File: src/verilog/ccpi_pkg.sv
// Shared constants for the cascaded CAM device and its controller.
// Contract
// - All devices compare in parallel each cycle
// - Local match held until strobe rises
// - Chain result ripples, each stage adds delay
// - Controller waits flag time plus stage delays
// - No output enable or status read before settling; the testbench polls status while busy
// - Space next-free writes for full chain settling
// - External logic ANDs higher-priority match outputs
// - Strobes behave same under external prioritization
// - Exactly one device enables path lookup table
// - Combined match only in table-enabled device
// - Every device gets distinct page address
// - First non-full device stores page, goes full
// - Next page write reaches next lower device
// - Full flag clear command empties every device; the code clears only forced_full and keeps stored entries
// - Broadcast common configuration before page assignment
// - Select device, enable table, then load masks
// - Second mask excludes channel identifier bits
// - Match out low if match in low or local
// - Full out low only if full in low and full
// - Only first matching device drives outputs
package ccpi_pkg;

  // ****************************************************************
  // Sizes and timing
  // ****************************************************************
  localparam int DATA_W         = 32;
  localparam int ADDR_W         = 4;
  localparam int PAGE_W         = 4;
  localparam int CLK_PERIOD_NS  = 4;
  localparam int SINGLE_FLAG_NS = 20;
  localparam int STAGE_PASS_NS  = 8;
  localparam int FULL_PASS_NS   = 4;
  localparam int OE_LAT_CYC     = 1;

  // ****************************************************************
  // Commands
  // ****************************************************************
  localparam logic [2:0] CMD_NOP      = 3'h0;
  localparam logic [2:0] CMD_CONFIG   = 3'h1;
  localparam logic [2:0] CMD_PAGE_WR  = 3'h2;
  localparam logic [2:0] CMD_FF_CLR   = 3'h3;
  localparam logic [2:0] CMD_SELECT   = 3'h4;
  localparam logic [2:0] CMD_MASK1    = 3'h5;
  localparam logic [2:0] CMD_MASK2    = 3'h6;
  localparam logic [2:0] CMD_COMPARE  = 3'h7;

  localparam logic [2:0] CMD_NF_WRITE = 3'h0;

  // ****************************************************************
  // Configuration fields and values
  // ****************************************************************
  localparam int CFG_TABLE_BIT = 8;
  localparam logic [31:0] CFG_COMMON   = 32'h03000000;
  localparam logic [31:0] CFG_TABLE_ON = 32'h00000100;
  localparam logic [31:0] MASK1_VAL    = 32'h0000000f;
  localparam logic [31:0] MASK2_VAL    = 32'h000fffff;
  localparam logic [31:0] SEL_NONE     = 32'h00000000;
  localparam int          SEL_EN_BIT   = 4;

  // ****************************************************************
  // Controller register map (APB)
  // ****************************************************************
  localparam logic [7:0] REG_CTRL    = 8'h00;
  localparam logic [7:0] REG_KEY     = 8'h04;
  localparam logic [7:0] REG_STATUS  = 8'h08;
  localparam logic [7:0] REG_RESULT  = 8'h0c;
  localparam int CTRL_INIT_BIT = 0;
  localparam int CTRL_CMP_BIT  = 1;
  localparam int CTRL_WR_BIT   = 2;
  localparam int CTRL_SEL_LSB  = 4;

endpackage : ccpi_pkg

File: src/verilog/ccpi_if.sv
// Interface joining one cascade device and the controller.
interface ccpi_if;
  logic        input_strobe_enable_n;
  logic [2:0]  cmd;
  logic [31:0] data;
  logic        oe_n;
  logic        match_in_n;
  logic        match_out_n;
  logic        full_in_n;
  logic        full_out_n;
  logic        match_valid_n;
  logic [31:0] q;
  logic        q_oe;

  modport dev (
    input  input_strobe_enable_n, cmd, data, oe_n, match_in_n, full_in_n,
    output match_out_n, full_out_n, match_valid_n, q, q_oe
  );
  modport ctl (
    output input_strobe_enable_n, cmd, data, oe_n, match_in_n, full_in_n,
    input  match_out_n, full_out_n, match_valid_n, q, q_oe
  );
endinterface : ccpi_if

File: src/verilog/ccpi_ctl.sv
// Cascade controller: APB slave, init sequencer and compare timing.
//
// Local design decisions: the APB register port and the address map.
module ccpi_ctl #(
  parameter int N_DEV = 4
) (
  input  wire logic        I_CORE_CLK,
  input  wire logic        I_RSTN,
  ccpi_if.ctl              bus,
  input  wire logic        I_PSEL,
  input  wire logic        I_PENABLE,
  input  wire logic        I_PWRITE,
  input  wire logic [7:0]  I_PADDR,
  input  wire logic [31:0] I_PWDATA,
  output logic [31:0]      O_PRDATA,
  output logic             O_PREADY,
  output logic             O_PSLVERR
);

  // ****************************************************************
  // Timing
  // ****************************************************************
  localparam int SETTLE_NS = ccpi_pkg::SINGLE_FLAG_NS +
                             (N_DEV - 1) * ccpi_pkg::STAGE_PASS_NS;
  localparam int SETTLE_CYC = (SETTLE_NS + ccpi_pkg::CLK_PERIOD_NS - 1) /
                              ccpi_pkg::CLK_PERIOD_NS + N_DEV;
  localparam int FULL_CYC = ((N_DEV * ccpi_pkg::FULL_PASS_NS +
                    ccpi_pkg::CLK_PERIOD_NS - 1) /
                    ccpi_pkg::CLK_PERIOD_NS) + N_DEV;

  typedef enum {ST_IDLE, ST_LOW, ST_HIGH, ST_WAIT, ST_READ} ccpi_st_t;

  typedef struct packed {
    ccpi_st_t    st;
    logic [4:0]  step;
    logic [7:0]  cnt;
    logic [2:0]  cmd;
    logic [31:0] data;
    logic        strobe_n;
    logic        oe_n;
    logic        busy;
    logic        init_done;
    logic        cmp;
    logic        wr;
    logic        hit;
    logic [31:0] result;
    logic [31:0] key;
    logic [3:0]  sel;
    logic [31:0] prdata;
    logic        pready;
  } ccpi_cst_t;

  ccpi_cst_t s_q, s_d;
  logic      acc;
  logic      fin;

  always_comb begin
    s_d = s_q;
    // ****************************************************************
    // Register access
    // ****************************************************************
    // Read data is prepared in the first access cycle; a write only takes
    // effect at the edge where the master sees pready high.
    acc = I_PSEL & I_PENABLE & ~s_q.pready;
    fin = I_PSEL & I_PENABLE & s_q.pready;
    s_d.pready = acc;
    if (fin && I_PWRITE) begin
      case (I_PADDR)
        ccpi_pkg::REG_CTRL: begin
          if (!s_q.busy) begin
            s_d.sel  = I_PWDATA[ccpi_pkg::CTRL_SEL_LSB +: 4];
            s_d.busy = I_PWDATA[ccpi_pkg::CTRL_INIT_BIT] |
                       I_PWDATA[ccpi_pkg::CTRL_CMP_BIT] |
                       I_PWDATA[ccpi_pkg::CTRL_WR_BIT];
            s_d.cmp  = ~I_PWDATA[ccpi_pkg::CTRL_INIT_BIT] &
                       I_PWDATA[ccpi_pkg::CTRL_CMP_BIT];
            s_d.wr   = ~I_PWDATA[ccpi_pkg::CTRL_INIT_BIT] &
                       ~I_PWDATA[ccpi_pkg::CTRL_CMP_BIT] &
                       I_PWDATA[ccpi_pkg::CTRL_WR_BIT];
            s_d.step = '0;
          end
        end
        ccpi_pkg::REG_KEY: s_d.key = I_PWDATA;
        default: s_d.key = s_q.key;
      endcase
    end
    s_d.prdata = '0;
    if (acc && !I_PWRITE) begin
      case (I_PADDR)
        ccpi_pkg::REG_KEY:    s_d.prdata = s_q.key;
        ccpi_pkg::REG_STATUS: s_d.prdata = {29'h0, s_q.hit, s_q.init_done,
                                            s_q.busy};
        ccpi_pkg::REG_RESULT: s_d.prdata = s_q.result;
        default:              s_d.prdata = '0;
      endcase
    end
    // ****************************************************************
    // Command sequencer
    // ****************************************************************
    case (s_q.st)
      ST_IDLE: begin
        if (s_q.busy) begin
          s_d.st = ST_LOW;
          s_d.strobe_n = 1'b0;
          if (s_q.cmp) begin
            s_d.cmd = ccpi_pkg::CMD_COMPARE;
            s_d.data = s_q.key;
          end else if (s_q.wr) begin
            s_d.cmd = ccpi_pkg::CMD_NF_WRITE;
            s_d.data = s_q.key;
          end else if (s_q.step == 5'h00) begin
            s_d.cmd = ccpi_pkg::CMD_CONFIG;
            s_d.data = ccpi_pkg::CFG_COMMON;
          end else if (s_q.step <= 5'(N_DEV)) begin
            s_d.cmd = ccpi_pkg::CMD_PAGE_WR;
            s_d.data = 32'(s_q.step - 5'h01);
          end else if (s_q.step == 5'(N_DEV + 1)) begin
            s_d.cmd = ccpi_pkg::CMD_FF_CLR;
          end else if (s_q.step == 5'(N_DEV + 2)) begin
            s_d.cmd = ccpi_pkg::CMD_SELECT;
            s_d.data = 32'(s_q.sel) | (32'h00000001 << ccpi_pkg::SEL_EN_BIT);
          end else if (s_q.step == 5'(N_DEV + 3)) begin
            s_d.cmd = ccpi_pkg::CMD_CONFIG;
            s_d.data = ccpi_pkg::CFG_COMMON | ccpi_pkg::CFG_TABLE_ON;
          end else if (s_q.step == 5'(N_DEV + 4)) begin
            s_d.cmd = ccpi_pkg::CMD_SELECT;
            s_d.data = ccpi_pkg::SEL_NONE;
          end else if (s_q.step == 5'(N_DEV + 5)) begin
            s_d.cmd = ccpi_pkg::CMD_MASK1;
            s_d.data = ccpi_pkg::MASK1_VAL;
          end else begin
            s_d.cmd = ccpi_pkg::CMD_MASK2;
            s_d.data = ccpi_pkg::MASK2_VAL;
          end
        end
      end
      ST_LOW: begin
        s_d.strobe_n = 1'b1;
        s_d.st = ST_WAIT;
        s_d.cnt = s_q.cmp ? 8'(SETTLE_CYC) : 8'(FULL_CYC);
      end
      ST_WAIT: begin
        if (s_q.cnt != 8'h00) begin
          s_d.cnt = s_q.cnt - 8'h01;
        end else if (s_q.cmp) begin
          s_d.oe_n = 1'b0;
          s_d.hit  = ~bus.match_out_n;
          s_d.cnt  = 8'(ccpi_pkg::OE_LAT_CYC);
          s_d.st   = ST_READ;
        end else if (s_q.wr) begin
          s_d.busy = 1'b0;
          s_d.st   = ST_IDLE;
        end else begin
          s_d.step = s_q.step + 5'h01;
          s_d.st   = ST_IDLE;
          if (s_q.step == 5'(N_DEV + 6)) begin
            s_d.busy = 1'b0;
            s_d.init_done = 1'b1;
          end
        end
      end
      ST_READ: begin
        // The devices register their output enable, so the index appears a
        // cycle after oe_n falls; reading earlier would catch an idle bus.
        if (s_q.cnt != 8'h00) begin
          s_d.cnt = s_q.cnt - 8'h01;
        end else begin
          s_d.result = bus.q;
          s_d.oe_n = 1'b1;
          s_d.busy = 1'b0;
          s_d.st = ST_IDLE;
        end
      end
      default: s_d.st = ST_IDLE;
    endcase
  end

  always_ff @(posedge I_CORE_CLK) begin
    if (!I_RSTN) begin
      s_q <= '0;
      s_q.st <= ST_IDLE;
      s_q.strobe_n <= 1'b1;
      s_q.oe_n <= 1'b1;
    end else begin
      s_q <= s_d;
    end
  end

  assign bus.input_strobe_enable_n = s_q.strobe_n;
  assign bus.cmd        = s_q.cmd;
  assign bus.data       = s_q.data;
  assign bus.oe_n       = s_q.oe_n;
  assign bus.match_in_n = 1'b1;
  assign bus.full_in_n  = 1'b0;
  assign O_PRDATA       = s_q.prdata;
  assign O_PREADY       = s_q.pready;
  assign O_PSLVERR      = 1'b0;

endmodule : ccpi_ctl

File: src/flat_wrapper.sv
// flat-port wrapper written by rule: the top's interface ports become plain ports
module ccpi_ctl_flat 
#(
  parameter int N_DEV = 4
)
  (I_CORE_CLK, I_RSTN, I_PSEL, I_PENABLE, I_PWRITE, I_PADDR, I_PWDATA, O_PRDATA, O_PREADY, O_PSLVERR, bus_input_strobe_enable_n, bus_cmd, bus_data, bus_oe_n, bus_match_in_n, bus_full_in_n, bus_match_out_n, bus_full_out_n, bus_match_valid_n, bus_q, bus_q_oe);
  ccpi_if bus_i ();
  input  wire logic I_CORE_CLK;
  input  wire logic I_RSTN;
  input  wire logic I_PSEL;
  input  wire logic I_PENABLE;
  input  wire logic I_PWRITE;
  input  wire logic [7:0] I_PADDR;
  input  wire logic [31:0] I_PWDATA;
  output logic [31:0] O_PRDATA;
  output logic O_PREADY;
  output logic O_PSLVERR;
  output wire logic [$bits(bus_i.input_strobe_enable_n)-1:0] bus_input_strobe_enable_n;
  output wire logic [$bits(bus_i.cmd)-1:0] bus_cmd;
  output wire logic [$bits(bus_i.data)-1:0] bus_data;
  output wire logic [$bits(bus_i.oe_n)-1:0] bus_oe_n;
  output wire logic [$bits(bus_i.match_in_n)-1:0] bus_match_in_n;
  output wire logic [$bits(bus_i.full_in_n)-1:0] bus_full_in_n;
  input wire logic [$bits(bus_i.match_out_n)-1:0] bus_match_out_n;
  input wire logic [$bits(bus_i.full_out_n)-1:0] bus_full_out_n;
  input wire logic [$bits(bus_i.match_valid_n)-1:0] bus_match_valid_n;
  input wire logic [$bits(bus_i.q)-1:0] bus_q;
  input wire logic [$bits(bus_i.q_oe)-1:0] bus_q_oe;
  assign bus_input_strobe_enable_n = bus_i.input_strobe_enable_n;
  assign bus_cmd = bus_i.cmd;
  assign bus_data = bus_i.data;
  assign bus_oe_n = bus_i.oe_n;
  assign bus_match_in_n = bus_i.match_in_n;
  assign bus_full_in_n = bus_i.full_in_n;
  assign bus_i.match_out_n = bus_match_out_n;
  assign bus_i.full_out_n = bus_full_out_n;
  assign bus_i.match_valid_n = bus_match_valid_n;
  assign bus_i.q = bus_q;
  assign bus_i.q_oe = bus_q_oe;
  ccpi_ctl #(.N_DEV(N_DEV)) u_core (.I_CORE_CLK(I_CORE_CLK), .I_RSTN(I_RSTN), .bus(bus_i), .I_PSEL(I_PSEL), .I_PENABLE(I_PENABLE), .I_PWRITE(I_PWRITE), .I_PADDR(I_PADDR), .I_PWDATA(I_PWDATA), .O_PRDATA(O_PRDATA), .O_PREADY(O_PREADY), .O_PSLVERR(O_PSLVERR));
endmodule
File: config.mk
export PLATFORM = sky130hd
export DESIGN_NAME = ccpi_ctl_flat
export DESIGN_NICKNAME = d
export VERILOG_FILES = /design/src/verilog/ccpi_pkg.sv /design/src/verilog/ccpi_if.sv /design/src/verilog/ccpi_ctl.sv /design/src/flat_wrapper.sv
export SDC_FILE = /design/constraint.sdc
export NUM_CORES = 1
export LEC_CHECK = 0
export BUFFER_PORTS_ARGS = -buffer_cell sky130_fd_sc_hd__buf_2
export CAP_MARGIN = 20
export CORE_ASPECT_RATIO = 0.7
export CORE_MARGIN = 3
export CORE_UTILIZATION = 31
export CTS_CLUSTER_DIAMETER = 50
export DETAILED_ROUTE_END_ITERATION = 12
export PLACE_DENSITY_LB_ADDON = 0.08
export SETUP_SLACK_MARGIN = 0.3
export SLEW_MARGIN = 10
export SYNTH_ARGS = -nofsm -noshare
export SYNTH_HDL_FRONTEND = slang
export SYNTH_SLANG_ARGS = --single-unit
File: constraint.sdc
create_clock -name I_CORE_CLK -period 2.4 [get_ports I_CORE_CLK]
set_input_delay 0.36 -clock I_CORE_CLK [delete_from_list [all_inputs] [get_ports I_CORE_CLK]]
set_output_delay 0.36 -clock I_CORE_CLK [all_outputs]
set_load 0.1 [all_outputs]
=== After elaboration in Yosys (flattened, before gate mapping) ===
Index checks and enable logic that the tools add are counted.

* Output and inout port bits: 73
* Register bits after elaboration: 188
* Word-level logic and storage cells: 118
* Bits of input ports: 81

* Mux-type cells: 40
* Reduce and logical (&&, ||, !) cells: 22
* Add/sub/neg operators: 3
* Bitwise gates (word level): 16
* Eq/ne operators: 19
* Order comparisons: 1

{| class="wikitable"
|+ Operators by type and width
! kind !! count
|-
| 2-to-1 mux 35 bit || 6
|-
| case mux 32 bit (4 select lines) || 1
|-
| 2-to-1 mux 32 bit || 3
|-
| case mux 32 bit (3 select lines) || 1
|-
| 2-to-1 mux 34 bit || 2
|-
| 2-to-1 mux 37 bit || 1
|-
| equality test 32 x 1 -> 1 bit (second input constant) || 1
|-
| equality test 32 x 2 -> 1 bit (second input constant) || 1
|-
| equality test 32 x 3 -> 1 bit (second input constant) || 1
|-
| zero test 32 bit || 1
|-
| 2-to-1 mux 5 bit || 6
|-
| 2-to-1 mux 8 bit || 3
|-
| case mux 8 bit (3 select lines) || 1
|-
| equality test 8 x 4 -> 1 bit (second input constant) || 2
|-
| equality test 5 x 3 -> 1 bit (second input constant) || 3
|-
| equality test 5 x 4 -> 1 bit (second input constant) || 3
|-
| AND reduction 3 bit || 5
|-
| 2-to-1 mux 3 bit || 4
|-
| AND reduction 2 bit || 5
|-
| equality test 8 x 3 -> 1 bit (second input constant) || 1
|-
| zero test 8 bit || 1
|-
| inverter 1 bit || 8
|-
| nonzero test 8 bit || 1
|-
| subtractor 8 x 1 -> 8 bit (second input constant) || 1
|-
| other kinds (20) || 39
|}

=== Longest topological paths before layout ===
* Depth after elaboration: 10
* Mapped depth: 9
* Gate-level depth less buffers: 7

=== Least setup slack after synthesis ===
No wires, ideal clock.

* Path type: register to register
* Start point: register u_core.s_q, in the netlist u_core.O_PREADY
* End point: register u_core.s_q[153] in the netlist's numbering
* Path buffers: 1
* Slack: 0.138 ns
* Required time: 2.282 ns
* Data arrival time: 2.144 ns
* Library setup time: 0.118 ns
* Clock period less this slack: 2.262 ns
* Stages on the path, launching flop included: 7
* Path through: dfxtp_1 -> nand3b_1 -> or4_1 -> buf_2 -> and2_4 -> nor3b_2 -> nor3b_1

* Cells in the longest elaborated chain, start to end: 7

{| class="wikitable"
|+ Ends and longest elaborated chain
! item !! line !! RTL
|-
| start, declared || ccpi_ctl.sv:53 || <nowiki>ccpi_cst_t s_q, s_d;</nowiki>
|-
| AND 1 bit * || ccpi_ctl.sv:65 || <nowiki>fin = I_PSEL & I_PENABLE & s_q.pready;</nowiki>
|-
| logical AND 1 bit * || ccpi_ctl.sv:67 || <nowiki>if (fin && I_PWRITE) begin</nowiki>
|-
| 2-to-1 mux 5 bit * || ccpi_ctl.sv:67 ||
|-
| 2-to-1 mux 5 bit || ccpi_ctl.sv:150 || <nowiki>end else if (s_q.wr) begin</nowiki>
|-
| 2-to-1 mux 5 bit || ccpi_ctl.sv:145 || <nowiki>end else if (s_q.cmp) begin</nowiki>
|-
| 2-to-1 mux 37 bit || ccpi_ctl.sv:143 || <nowiki>if (s_q.cnt != 8'h00) begin</nowiki>
|-
| 2-to-1 mux 5 bit * || ccpi_ctl.sv:100 || <nowiki>case (s_q.st)</nowiki>
|}

Mark *: on every way between the ends. The rest lies on a longest branch, timed or not. The select of a mux whose other input is x is not followed.
A chain may end at the register's enable or synchronous reset.

=== Worst setup path in the final report ===
* Start point: register u_core.s_q[143] in the netlist's numbering
* End point: register u_core.s_q[101] in the netlist's numbering

* Cells in the longest elaborated chain, start to end: 3

{| class="wikitable"
|+ Ends and longest elaborated chain
! item !! line
|-
| nonzero test 8 bit || ccpi_ctl.sv:143
|-
| inverter 1 bit (no line) || --
|-
| AND reduction 3 bit (no line) || --
|}

Every way passes these cells.

==> reports/summary.json <==
{
  "rows": 45,
  "tritoncts": "done",
  "ranking_of_synthesized_cells_by_area": "dfxtp_1, nand2_1, buf_4",
  "ys_top_cells_by_count": "nand2_1, dfxtp_1, a21oi_1, buf_4, nor2_1",
  "synth_most_common_cell": "nand2_1",
  "cts_inserted_buffers": 17,
  "critPathArrivalTime_ns": 2.33,
  "clock_tree.buffer_depth": 2,
  "drt_first_iter_violations": 481,
  "report.final.slew_viol_count": 0,
  "synth_largest_area_cell": "dfxtp_1",
  "final_cell_area_sq_um": 8290,
  "placement.io_buffers": 147,
  "synth_enable_flop_cells": 0,
  "timing.setup.tns_ns": 0,
  "ctsHtreeMaxLevel": 4,
  "synthesis.instances": 860,
  "detail-route-antenna-nets": 0,
  "routedWlPerCell_um": 17.0,
  "share_clk_of_total_power": 0.471,
  "cts.sinks": 159,
  "highest_routed_metal_layer": "met4",
  "net-switching-power_w": 0.00129,
  "globalRoute.totalOverflow": 0,
  "ys_warn_count": 0,
  "pwr_density_cell_nw_per_um2": 643,
  "hpwl_um": 14800,
  "cp_top_family": "simple AND/OR/NAND/NOR gates",
  "post-route-drc-count": 0,
  "floorplan.die.height_um": 132,
  "min_period_ns": 2.00,
  "grt_use_total": 0.172,
  "gpl.final_weighted_congestion": 0.824,
  "avgSynthCellArea_sq_um": 8.21,
  "post_drt_via_cell_ratio": 4.74,
  "critical_path.endpoint_type": "flip-flop",
  "total_leakage_power_nw": 3.30,
  "floorplan_die_area_sq_um": 24600,
  "vdd_drop_max_uv": 463,
  "grt_pass1_vias": 5761,
  "comb_power_share": 0.035,
  "fmax_mhz": 500,
  "area_fraction_of_the_dominant_cell_type_after_synthesis": 0.451,
  "floorplan.initialDensity": 0.321,
  "critical_path_required_ns": 2.73,
  "grt_first_pass_wirelength_um": 33700,
  "setup-violations-final": 0,
  "io_pins": 154,
  "synthToLayoutAreaGrowth_pct": 17.4,
  "worstHoldStart": "bus_match_out_n",
  "setup_repair_after_global_routing_missed_its_margin": "false",
  "pin_count_of_the_biggest_net_entering_global_routing": 84,
  "worst-setup-path-type": "flip-flop to flip-flop",
  "internal_power_w": 0.00404,
  "final_net_count": 1022,
  "synth.distinct_cells": 58,
  "critical-path-slowest-cell": "or4b_4",
  "synth.ff_latch_count": 159,
  "wl_met3_um": 963,
  "async_reset_ff_frac": 0,
  "setup.worst_path.start": "u_core.s_q[143]",
  "critPathMaxStageDelay_ns": 0.50,
  "dr_wl_met2_um": 8870,
  "antenna_found_initial": 0,
  "nFillCells": 2364,
  "critical_path.max_fanout": 9,
  "placed_area_sq_um": 7700,
  "r2r-start": "u_core.s_q[143]",
  "die_w_um": 186,
  "maxCapViolations": 0,
  "netSwitchingFraction": 0.243,
  "ys_dominant_reg_cell": "dfxtp_1",
  "routedLengthMet1_um": 11400,
  "sequentialPowerShare": 0.495,
  "status": "finished, final reports clean",
  "relSlewSlack": 0.336,
  "clkSlewWorstSetupHoldPaths_ns": 0.07,
  "finalHoldViolCount": 0,
  "crit_path_cell_trace": "inv_1, ha_1, or4b_4, nor2_4, buf_4, and3_4, nor2_1, a211oi_1",
  "routed-via-count": 5924,
  "fin_skew_ns": 0.0123,
  "design.core.area_sq_um": 22000,
  "drive_gt1_frac": 0.250,
  "finalCritPeriodShare": 0.833,
  "synth_seq_area_share": 0.451,
  "synth_area_sq_um": 7060,
  "cp-start-kind": "flip-flop",
  "cts_root_buf": "clkbuf_16",
  "critical_path.n_buffers_inverters": 2,
  "drt_pass1_iterations": 5,
  "worstSkewPairLatency_ns": 0.42,
  "regToRegSetupSlack_ns": 0.40,
  "totalWireLength_um": 21300,
  "hold_path.class": "input pin to flip-flop",
  "timing_worst_slew_pin_value_ns": 0.996
}
-- cell type report --
cell class                      instances  area [sq um]  share of cell area
Tap cell                              305           382              0.0460
Antenna cell                            1          2.50            0.000302
Clock buffer                           17           425              0.0513
Sequential cell                       159          3190               0.384
Timing Repair Buffer                  180          1010               0.122
Inverter                                9          33.8             0.00408
Multi-Input combinational cell        567          3140               0.379
Clock inverter                         13           104              0.0125
-- worst register-to-register path: cells and delay by family (launching register included) --
kind | cells | cell delay, ns
and+or+nand+nor | 4 | 0.92
buffers and inverters | 2 | 0.30
DFF | 1 | 0.33
adders and majority gates | 1 | 0.18
AOI/OAI and AO/OA | 1 | 0.19
-- sequential cells by signal, summed over array words and instances (netlist names) --
name,cells
u_core.bus.data,32
u_core.bus.oe_n,1
u_core.O_PRDATA,32
u_core.bus.cmd,3
u_core.s_q,89
u_core.bus.input_strobe_enable_n,1
u_core.O_PREADY,1
-- repair_timing --
item / 4_1_cts / 5_1_grt
buffers inserted: 0 / 0
hold buffers: 0 / 0
resized for setup: 2 / 11
setup endpoints to repair: 38 / 74
pin swaps: 0 / 1
-- final timing paths --
| check | to | cells past startpoint |
|---|---|---|
| worst max-delay path | u_core.s_q[101] | 8 |
| worst max register to register | u_core.s_q[101] | 8 |
| worst min register to register | u_core.O_PREADY | 1 |
| worst min-delay path | u_core.s_q[101] | 2 |
-- kinds of logic (layout without fill, tap and decap cells) --
| logic type | after synthesis | in the layout | share of synthesized area |
|---|---|---|---|
| simple gates | 302 | 302 | 0.193 |
| mux | 32 | 32 | 0.0459 |
| buf+inv | 135 | 219 | 0.113 |
| other cells | 2 | 4 | 0.00106 |
| fa+ha+maj | 7 | 7 | 0.0124 |
| flops | 159 | 159 | 0.451 |
| compound gates | 223 | 223 | 0.184 |
-- cell usage in the layout (no fill, tap or decap), types with 3 or more instances in the layout --
cell,netlist,routed
a22oi_1,20,20
a31oi_1,7,7
a21boi_0,6,6
o211ai_1,3,3
nor3_1,14,13
nor2_1,59,57
nand3b_1,4,4
a211oi_1,5,5
conb_1,2,3
nand3_1,9,9
nand2b_1,11,11
ha_1,7,7
clkinvlp_4,0,4
a21boi_1,7,7
a21o_1,3,3
inv_1,9,8
o21ai_0,52,51
clkbuf_16,0,17
mux2i_1,29,29
inv_6,0,5
dfxtp_1,159,157
nand2_1,168,168
a21oi_1,102,102
nor2b_1,8,8
or3_1,3,3
nor3b_2,3,3
mux2_2,3,3
buf_4,73,30
o311ai_0,3,3
buf_2,11,147
-- metrics by stage --
stage	utilization	total power, W	cells	setup WS (ns)	hold slack, ns
3_3_place_gp	0.350	0.00289	1220	0.157	0.434
2_1_floorplan	-	0.00279	861	0.383	0.432
6_report	0.377	0.00533	1251	0.400	0.122
4_1_cts	0.374	0.00541	1250	0.324	0.104
3_5_place_dp	0.350	0.00289	1220	0.181	0.426
5_1_grt	0.376	0.00554	1250	0.285	0.116
-- power by group through the flow --
stage	registers, W	clock network (W)	logic (W)
finish	0.00264	0.00251	0.000184
global placement	0.00270	0	0.000188
CTS	0.00264	0.00258	0.000187
floorplan	0.00270	0	0.0000875
detailed placement	0.00270	0	0.000187
global route	0.00264	0.00270	0.000199
-- metal layers --
| layer | GRT usage | vias up |
|---|---|---|
| met5 | 0 | - |
| met4 | 0.0336 | 0 |
| met3 | 0.0385 | 7 |
| met2 | 0.251 | 161 |
| met1 | 0.260 | 2742 |
| li1 | - | 3014 |
(Power assumes the default switching activity.)
